--- src/rtl/mcp_pkg.sv ---
// Purpose: shared constants and types for the memory channel port with error correction
// Assumes: one 100 MHz clock, synchronous active-low reset
// Notes: check-code masks list the data bits that feed each check bit
package mcp_pkg;

    localparam int CLK_PERIOD_NS = 10;
    localparam int ADDR_W = 21;
    localparam int DATA_W = 16;
    localparam int CODE_W = 5;
    localparam int CHAN_W = 18;
    localparam int STORE_W = DATA_W + CODE_W;
    localparam int LOW_PAR_BIT = 16;
    localparam int UP_PAR_BIT = 17;

    // least pulse widths round up to whole cycles
    localparam int AR_PULSE_NS = 60;
    localparam int AR_PULSE_CYC = (AR_PULSE_NS + CLK_PERIOD_NS - 1) / CLK_PERIOD_NS;
    localparam int DR_PULSE_NS = 70;
    localparam int DR_PULSE_CYC = (DR_PULSE_NS + CLK_PERIOD_NS - 1) / CLK_PERIOD_NS;
    // write data may trail the request by this much
    localparam int WDATA_LAG_NS = 75;
    localparam int WDATA_LAG_CYC = (WDATA_LAG_NS + CLK_PERIOD_NS - 1) / CLK_PERIOD_NS;

    localparam logic [15:0] CHK_MASK0 = 16'h055f;
    localparam logic [15:0] CHK_MASK1 = 16'h5695;
    // bit 6 belongs to check bit 2, else data bits 3 and 6 would share one syndrome
    localparam logic [15:0] CHK_MASK2 = 16'h98e6;
    localparam logic [15:0] CHK_MASK3 = 16'he0f8;
    localparam logic [15:0] CHK_MASK4 = 16'hff00;

    localparam logic [1:0] IRQ_OFF = 2'h0;
    localparam logic [1:0] IRQ_SINGLE = 2'h1;
    localparam logic [1:0] IRQ_MULTI = 2'h2;

    typedef enum logic [2:0] {
        ST_IDLE = 3'h0,
        ST_SETTLE = 3'h1,
        ST_BANK = 3'h2,
        ST_WAIT = 3'h3,
        ST_CHECK = 3'h4
    } mcp_state_t;

endpackage : mcp_pkg

--- src/rtl/mcp_check_gen.sv ---
// Purpose: 5-bit check code over 16 data bits
// Assumes: purely combinational
// Notes: used once for writes and once for read checking
`timescale 1ns/1ps
module mcp_check_gen (
    // data in
    input wire logic [15:0] data,
    // check code out
    output logic [4:0] code
);
    assign code[0] = ^(data & mcp_pkg::CHK_MASK0);
    assign code[1] = ^(data & mcp_pkg::CHK_MASK1);
    assign code[2] = ^(data & mcp_pkg::CHK_MASK2);
    assign code[3] = ^(data & mcp_pkg::CHK_MASK3);
    assign code[4] = ^(data & mcp_pkg::CHK_MASK4);
endmodule : mcp_check_gen

--- src/rtl/mcp_sync.sv ---
// Purpose: three-stage input synchroniser with agreement filter
// Assumes: inputs come from cable pins outside the clock domain
// Notes: a bit changes only once stages two and three agree
`timescale 1ns/1ps
module mcp_sync #(
    parameter int WIDTH = 1
) (
    // clock and reset
    input wire logic clk,
    input wire logic rst_b,
    // pins
    input wire logic [WIDTH-1:0] async_in,
    // filtered level
    output logic [WIDTH-1:0] sync_out
);
    logic [WIDTH-1:0] s1;
    logic [WIDTH-1:0] s2;
    logic [WIDTH-1:0] s3;
    wire [WIDTH-1:0] agree = ~(s2 ^ s3);
    wire [WIDTH-1:0] next_out = (s3 & agree) | (sync_out & ~agree);

    generate
        if (WIDTH < 1) begin : g_bad_width
            $error("mcp_sync: WIDTH must be at least 1");
        end
    endgenerate

    always_ff @(posedge clk) begin
        if (!rst_b) begin
            s1 <= '0;
            s2 <= '0;
            s3 <= '0;
            sync_out <= '0;
        end else begin
            s1 <= async_in;
            s2 <= s1;
            s3 <= s2;
            sync_out <= next_out;
        end
    end
endmodule : mcp_sync

--- src/rtl/mcp_port.sv ---
// Purpose: memory channel port linking a channel source to bank storage, with error correction
// Assumes: bank storage answers with accept and done pulses; error log takes a syndrome pulse
// Notes: one access in service at a time; one further request may wait
`timescale 1ns/1ps
module mcp_port #(
    parameter int ADDR_W = mcp_pkg::ADDR_W
) (
    // clock and reset
    input wire logic clk,
    input wire logic rst_b,
    // address cable
    input wire logic [ADDR_W-1:0] addr_pin,
    input wire logic req_pin,
    input wire logic write_pin,
    // data cable
    input wire logic [17:0] channel_data_lines_in,
    output logic [17:0] channel_data_lines_out,
    output logic channel_data_lines_oe,
    output logic address_accepted_ack,
    output logic data_done_ack,
    // bank storage
    output logic st_req,
    output logic st_write,
    output logic [ADDR_W-1:0] st_addr,
    output logic [20:0] st_wdata,
    input wire logic st_accept,
    input wire logic st_done,
    input wire logic [20:0] st_rdata,
    // error log
    output logic log_valid,
    output logic [4:0] log_syndrome,
    output logic [ADDR_W-1:0] log_addr,
    // interrupt
    input wire logic [1:0] irq_mode,
    output logic err_irq
);
    generate
        if (ADDR_W != mcp_pkg::ADDR_W) begin : g_bad_addr_w
            $error("mcp_port: address width must be 21");
        end
    endgenerate

    mcp_pkg::mcp_state_t state;
    mcp_pkg::mcp_state_t next_state;

    logic req_s;
    logic wr_s;
    logic req_q;
    logic [ADDR_W-1:0] addr_s;
    logic [17:0] chan_s;
    logic pend;
    logic pend_wr;
    logic [ADDR_W-1:0] pend_addr;
    logic cur_wr;
    logic [3:0] settle_cnt;
    logic [3:0] ar_cnt;
    logic [3:0] dr_cnt;
    logic [20:0] rdata_q;
    logic [4:0] wr_code;
    logic [4:0] rd_code;
    wire [15:0] data_hit;

    // pins pass the three-stage filter before any use
    mcp_sync #(.WIDTH(1)) u_req_sync (
        .clk(clk), .rst_b(rst_b), .async_in(req_pin), .sync_out(req_s));
    mcp_sync #(.WIDTH(1 + ADDR_W + 18)) u_bus_sync (
        .clk(clk),
        .rst_b(rst_b),
        .async_in({write_pin, addr_pin, channel_data_lines_in}),
        .sync_out({wr_s, addr_s, chan_s})
    );

    mcp_check_gen u_wr_gen (.data(chan_s[15:0]), .code(wr_code));
    mcp_check_gen u_rd_gen (.data(rdata_q[15:0]), .code(rd_code));

    wire req_edge = req_s & ~req_q;
    wire [4:0] syndrome = rd_code ^ rdata_q[20:16];
    wire syn_zero = (syndrome == 5'h00);

    // each data bit has a unique syndrome column
    genvar gi;
    generate
        for (gi = 0; gi < 16; gi++) begin : g_col
            wire [4:0] col = {mcp_pkg::CHK_MASK4[gi], mcp_pkg::CHK_MASK3[gi],
                mcp_pkg::CHK_MASK2[gi], mcp_pkg::CHK_MASK1[gi], mcp_pkg::CHK_MASK0[gi]};
            assign data_hit[gi] = (syndrome == col);
        end
    endgenerate

    wire data_single = |data_hit;
    wire code_single = $onehot(syndrome);
    wire multi_err = !syn_zero && !data_single && !code_single;
    wire [15:0] corr_data = rdata_q[15:0] ^ data_hit;
    wire low_par = ~^corr_data[7:0];
    wire up_par = ~^corr_data[15:8];
    // a multiple error turns the lower parity wrong so the source's check trips
    wire [17:0] next_chan = {up_par, low_par ^ multi_err, corr_data};
    wire irq_hit = (irq_mode == mcp_pkg::IRQ_SINGLE && (data_single || code_single))
        || (irq_mode == mcp_pkg::IRQ_MULTI && multi_err);

    wire in_check = (state == mcp_pkg::ST_CHECK);
    wire take_pend = (state == mcp_pkg::ST_IDLE) && pend;
    wire bank_acc = (state == mcp_pkg::ST_BANK) && st_accept;
    wire wait_done = (state == mcp_pkg::ST_WAIT) && st_done;
    wire settle_end = (state == mcp_pkg::ST_SETTLE) && (settle_cnt == 4'h0);

    always_comb begin
        next_state = state;
        case (state)
            mcp_pkg::ST_IDLE: begin
                if (pend) next_state = pend_wr ? mcp_pkg::ST_SETTLE : mcp_pkg::ST_BANK;
            end
            mcp_pkg::ST_SETTLE: begin
                if (settle_cnt == 4'h0) next_state = mcp_pkg::ST_BANK;
            end
            mcp_pkg::ST_BANK: begin
                if (st_accept) next_state = mcp_pkg::ST_WAIT;
            end
            mcp_pkg::ST_WAIT: begin
                if (st_done) next_state = cur_wr ? mcp_pkg::ST_IDLE : mcp_pkg::ST_CHECK;
            end
            mcp_pkg::ST_CHECK: begin
                next_state = mcp_pkg::ST_IDLE;
            end
            default: begin
                next_state = mcp_pkg::ST_IDLE;
            end
        endcase
    end

    always_ff @(posedge clk) begin
        if (!rst_b) begin
            state <= mcp_pkg::ST_IDLE;
            req_q <= 1'b0;
        end else begin
            state <= next_state;
            req_q <= req_s;
        end
    end

    // a request taken while busy waits here; a new edge wins over the take
    always_ff @(posedge clk) begin
        if (!rst_b) begin
            pend <= 1'b0;
            pend_wr <= 1'b0;
            pend_addr <= '0;
        end else if (req_edge) begin
            pend <= 1'b1;
            pend_wr <= wr_s;
            pend_addr <= addr_s;
        end else if (take_pend) begin
            pend <= 1'b0;
        end
    end

    always_ff @(posedge clk) begin
        if (!rst_b) begin
            cur_wr <= 1'b0;
            st_addr <= '0;
            settle_cnt <= 4'h0;
        end else if (take_pend) begin
            cur_wr <= pend_wr;
            st_addr <= pend_addr;
            settle_cnt <= 4'(mcp_pkg::WDATA_LAG_CYC - 1);
        end else if (state == mcp_pkg::ST_SETTLE && settle_cnt != 4'h0) begin
            settle_cnt <= settle_cnt - 4'h1;
        end
    end

    // source parity bits are dropped; the code goes with the data
    always_ff @(posedge clk) begin
        if (!rst_b) begin
            st_wdata <= '0;
        end else if (settle_end) begin
            st_wdata <= {wr_code, chan_s[15:0]};
        end
    end

    assign st_req = (state == mcp_pkg::ST_BANK);
    assign st_write = cur_wr;

    always_ff @(posedge clk) begin
        if (!rst_b) begin
            rdata_q <= '0;
        end else if (wait_done && !cur_wr) begin
            rdata_q <= st_rdata;
        end
    end

    // acknowledge pulses are stretched to their least widths
    always_ff @(posedge clk) begin
        if (!rst_b) begin
            ar_cnt <= 4'h0;
            dr_cnt <= 4'h0;
        end else begin
            if (bank_acc) ar_cnt <= 4'(mcp_pkg::AR_PULSE_CYC);
            else if (ar_cnt != 4'h0) ar_cnt <= ar_cnt - 4'h1;
            if ((wait_done && cur_wr) || in_check) dr_cnt <= 4'(mcp_pkg::DR_PULSE_CYC);
            else if (dr_cnt != 4'h0) dr_cnt <= dr_cnt - 4'h1;
        end
    end

    assign address_accepted_ack = (ar_cnt != 4'h0);
    assign data_done_ack = (dr_cnt != 4'h0);

    // drivers stay on after a read until the source raises write or asks again
    always_ff @(posedge clk) begin
        if (!rst_b) begin
            channel_data_lines_out <= '0;
            channel_data_lines_oe <= 1'b0;
        end else if (in_check) begin
            channel_data_lines_out <= next_chan;
            channel_data_lines_oe <= 1'b1;
        end else if (wr_s || req_edge) begin
            channel_data_lines_oe <= 1'b0;
        end
    end

    always_ff @(posedge clk) begin
        if (!rst_b) begin
            log_valid <= 1'b0;
            log_syndrome <= 5'h00;
            log_addr <= '0;
            err_irq <= 1'b0;
        end else begin
            log_valid <= in_check && !syn_zero;
            err_irq <= in_check && irq_hit;
            if (in_check && !syn_zero) begin
                log_syndrome <= syndrome;
                log_addr <= st_addr;
            end
        end
    end
endmodule : mcp_port

--- config.mk ---
export PLATFORM = sky130hd
export DESIGN_NAME = mcp_port
export DESIGN_NICKNAME = d
export VERILOG_FILES = /design/src/rtl/mcp_pkg.sv /design/src/rtl/mcp_check_gen.sv /design/src/rtl/mcp_sync.sv /design/src/rtl/mcp_port.sv
export SDC_FILE = /design/constraint.sdc
export NUM_CORES = 1
export LEC_CHECK = 0
export ABC_AREA = 1
export BUFFER_PORTS_ARGS = -buffer_cell sky130_fd_sc_hd__clkbuf_2
export CAP_MARGIN = 0
export CORE_MARGIN = 4
export CORE_UTILIZATION = 45
export CTS_BUF_LIST = sky130_fd_sc_hd__clkbuf_4
export CTS_CLUSTER_SIZE = 24
export DETAILED_ROUTE_END_ITERATION = 10
export PLACE_DENSITY_LB_ADDON = 0.12
export SKIP_LAST_GASP = 1
export SLEW_MARGIN = 10
export SYNTH_ARGS = -nofsm -noshare
export SYNTH_HDL_FRONTEND = slang
export SYNTH_SLANG_ARGS = --single-unit
--- constraint.sdc ---
create_clock -name clk -period 3.43 [get_ports clk]
set_clock_uncertainty 0.15 [all_clocks]
set_input_delay 0.5145 -clock clk [delete_from_list [all_inputs] [get_ports clk]]
set_output_delay 0.5145 -clock clk [all_outputs]
set_load 0.1 [all_outputs]
==> run_results.csv <==
group,metric,value,unit
final_layout,layout_common_cells,"nand2_1 (342), dfxtp_1 (300), inv_1 (218)",
grt,grt.overflow.total,0,
drt,ant_nets,0,
grt,grt_pass1_vias,9348,
place,routabilityCongestion,0.8568,
cts,cts_tree,"built",
place,portBuffers,158,
die,chipWidth,170.8,um
timing,whs,0.07274,ns
cts,cts_buffers,82,
drt,wl_met2,11470,um
timing,worst_pin_slew,0.7558,ns
run_status,status,"completed",
timing,max_freq,0.2928,GHz
yosys,ys_ff_latch,306,
place,hpwlAfterDp,18490,um
die,core-area,0.02606,mm^2
critical_path,path_class,"flip-flop to flip-flop",
cts,clkSinkCount,306,
cts,insertion_delay,0.68,ns
yosys,yosysSeqAreaShare,0.5135,
yosys,synth_flop_cell,"dfxtp_1",
yosys,syn-instance-count,1551,
place,post-place-cells,2021,
yosys,async_flop_share,0,
yosys,synth_cell_types,38,
place,placement.setup.worst_slack,-0.01378,ns
timing,tns,0,ns
die,placementRows,59,
drt,dr.max_layer_used,"met4",
cts,clk_path_buf_depth,3,
die,start_util,0.4578,
drt,drc,0,
final_layout,utilization,0.5680,
timing,hold_viol,0,
drt,first_iter_violations,581,
grt,grt_antenna_before_repair,2,
timing,setup_viol,0,
min_path,holdCritPathClass,"primary input to flip-flop",
cts,htreeDepth,3,
grt,grt_max_degree,101,
final_layout,drive_gt1_frac,0.2045,
die,die_area,0.02918,mm^2
power,peakVddDrop,0.5094,mV
power,power.leakage,0.007535,uW
critical_path,required,3.88,ns
cts,clock-root-buffer,"clkbuf_4",
drt,routed_wl,26980,um
drt,routedWlPerCell,12.21,um
critical_path,end_kind,"flip-flop",
grt,grtUsageTotal,0.1827,
grt,grt_pass1_wl,44280,um
drt,via_count,10060,
critical_path,cp-start-kind,"flip-flop",
yosys,syn_nets,1629,
timing,worst_slack,0.01466,ns
yosys,yosysWarnings,0,
yosys,avgSynthCellArea,7.692,um^2
critical_path,crit_arrival,3.86,ns
timing,period_share,0.9957,
timing,post-route-min-period,3.415,ns
yosys,synth-edff-count,0,
die,ios,161,
flow_run,max_cap_viol_count,0,
final_layout,final_cells,2210,
drt,drtPass1Iterations,5,
yosys,syn_area,0.01193,mm^2
critical_path,worst-path-max-fanout,3,
drt,via_per_inst,4.552,
drt,route.met3.wl,1762,um
timing,max-slew-margin-rel,0.4956,
timing,drv_slew,0,
final_layout,area_delta_synth_final,24.06,%
final_layout,finalNetCount,1906,
drt,drt-met1-wl,13150,um
die,die_h,170.8,um
final_layout,final_common_cell,"nand2_1",
timing,grt_setup_unrepaired,"yes",
power,p_per_area,610.1,mW/mm^2
cts,clk_pin_slew,0.06,ns
## repair_timing
action                                  in CTS  in global routing
setup buffers                                0                  3
endpoints found under the setup margin       1                  2
hold endpoints to repair                    54                  0
hold buffers                                55                  0
gates resized for setup                      1                 12
pin swaps                                    1                 11
## synthesized netlist by cell type (2+ instances only)
| cell | count | share of area |
|---|---|---|
| nand3_2 | 3 | 0.0025 |
| nand4_1 | 3 | 0.0016 |
| nor2_8 | 3 | 0.0050 |
| ha_1 | 9 | 0.0094 |
| nand2_1 | 343 | 0.11 |
| inv_2 | 14 | 0.0044 |
| a21oi_1 | 116 | 0.049 |
| or2_2 | 2 | 0.0010 |
| xnor2_1 | 35 | 0.026 |
| nand3_1 | 32 | 0.013 |
| nor2_1 | 165 | 0.052 |
| clkbuf_1 | 52 | 0.016 |
| buf_2 | 7 | 0.0029 |
| a31oi_1 | 3 | 0.0016 |
| o211ai_1 | 11 | 0.0069 |
| nor3_1 | 6 | 0.0025 |
| xor2_1 | 21 | 0.015 |
| dfxtp_1 | 306 | 0.51 |
| inv_1 | 218 | 0.069 |
| nand3b_4 | 2 | 0.0034 |
| nand2_2 | 8 | 0.0042 |
| o21ai_0 | 168 | 0.070 |
| nand2_4 | 2 | 0.0019 |
| nor2_2 | 4 | 0.0021 |
| xor2_2 | 4 | 0.0055 |
| nand2_8 | 2 | 0.0034 |
## routing by layer
metal / GRT usage / up-vias
met5: 0 / -
met4: 0.07199 / 0
met3: 0.04552 / 49
met2: 0.2703 / 248
met1: 0.2575 / 4363
li1: - / 5400
## area by class of cell
class                      count  area [um^2]
clock inverter                12        85.08
inverter                     234        880.8
sequential                   306         6136
multi-input combinational    950         4726
tap                          335        419.2
timing repair buffer         254         1670
fill                        2480        11260
clock buffer                 117        878.3
antenna                        2        5.005
## worst max-delay path, cell delays in order (launching register included)
cell	delay, ns
dfxtp_2	0.34
xnor2_2	0.16
xor2_1	0.18
xor2_1	0.21
xor2_1	0.20
inv_1	0.11
fa_1	0.60
ha_4	0.22
nand2_2	0.07
nand2_1	0.05
ha_1	0.26
nor2_1	0.04
nand3_1	0.07
nand4_1	0.13
nor3_2	0.25
buf_4	0.15
nand3_2	0.05
a21oi_2	0.12
## cell families (layout without fill, tap and decap cells)
family                   after synthesis  in the layout  synth area share
AO/OA/AOI/OAI                        302            302            0.1302
XOR/XNOR                              61             61           0.04887
adder cells (fa/ha/maj)               10             10           0.01112
buffers and inverters                295            617           0.09407
flip-flops                           306            306            0.5135
other                                  0              2                 0
AND/OR/NAND/NOR                      577            577            0.2023
## path summary, 6_finish.rpt
check / slack (ns) / cells past startpoint / end / startpoint
worst max-delay path: 0.01 / 17 / err_irq / rdata_q[2]
worst min-delay path: 0.07 / 3 / rdata_q[14] / st_rdata[14]
worst max register to register: 0.01 / 17 / err_irq / rdata_q[2]
worst min register to register: 0.25 / 2 / u_req_sync.s2 / u_req_sync.s1
## metrics by stage
stage / cell area [um^2] / total power [uW]
final: 14800 / 9029
after global routing: 14800 / 9594
after CTS: 14730 / 9101
after detailed placement: 13210 / 5995
after global placement: 13210 / 5979
after floorplan: 11930 / 5536
## report_power, final
part | internal, uW | switching [uW]
logic | 602 | 1600
registers | 3740 | 103
clock network | 1620 | 1370
Note: power is estimated with default switching activity, not from simulation.
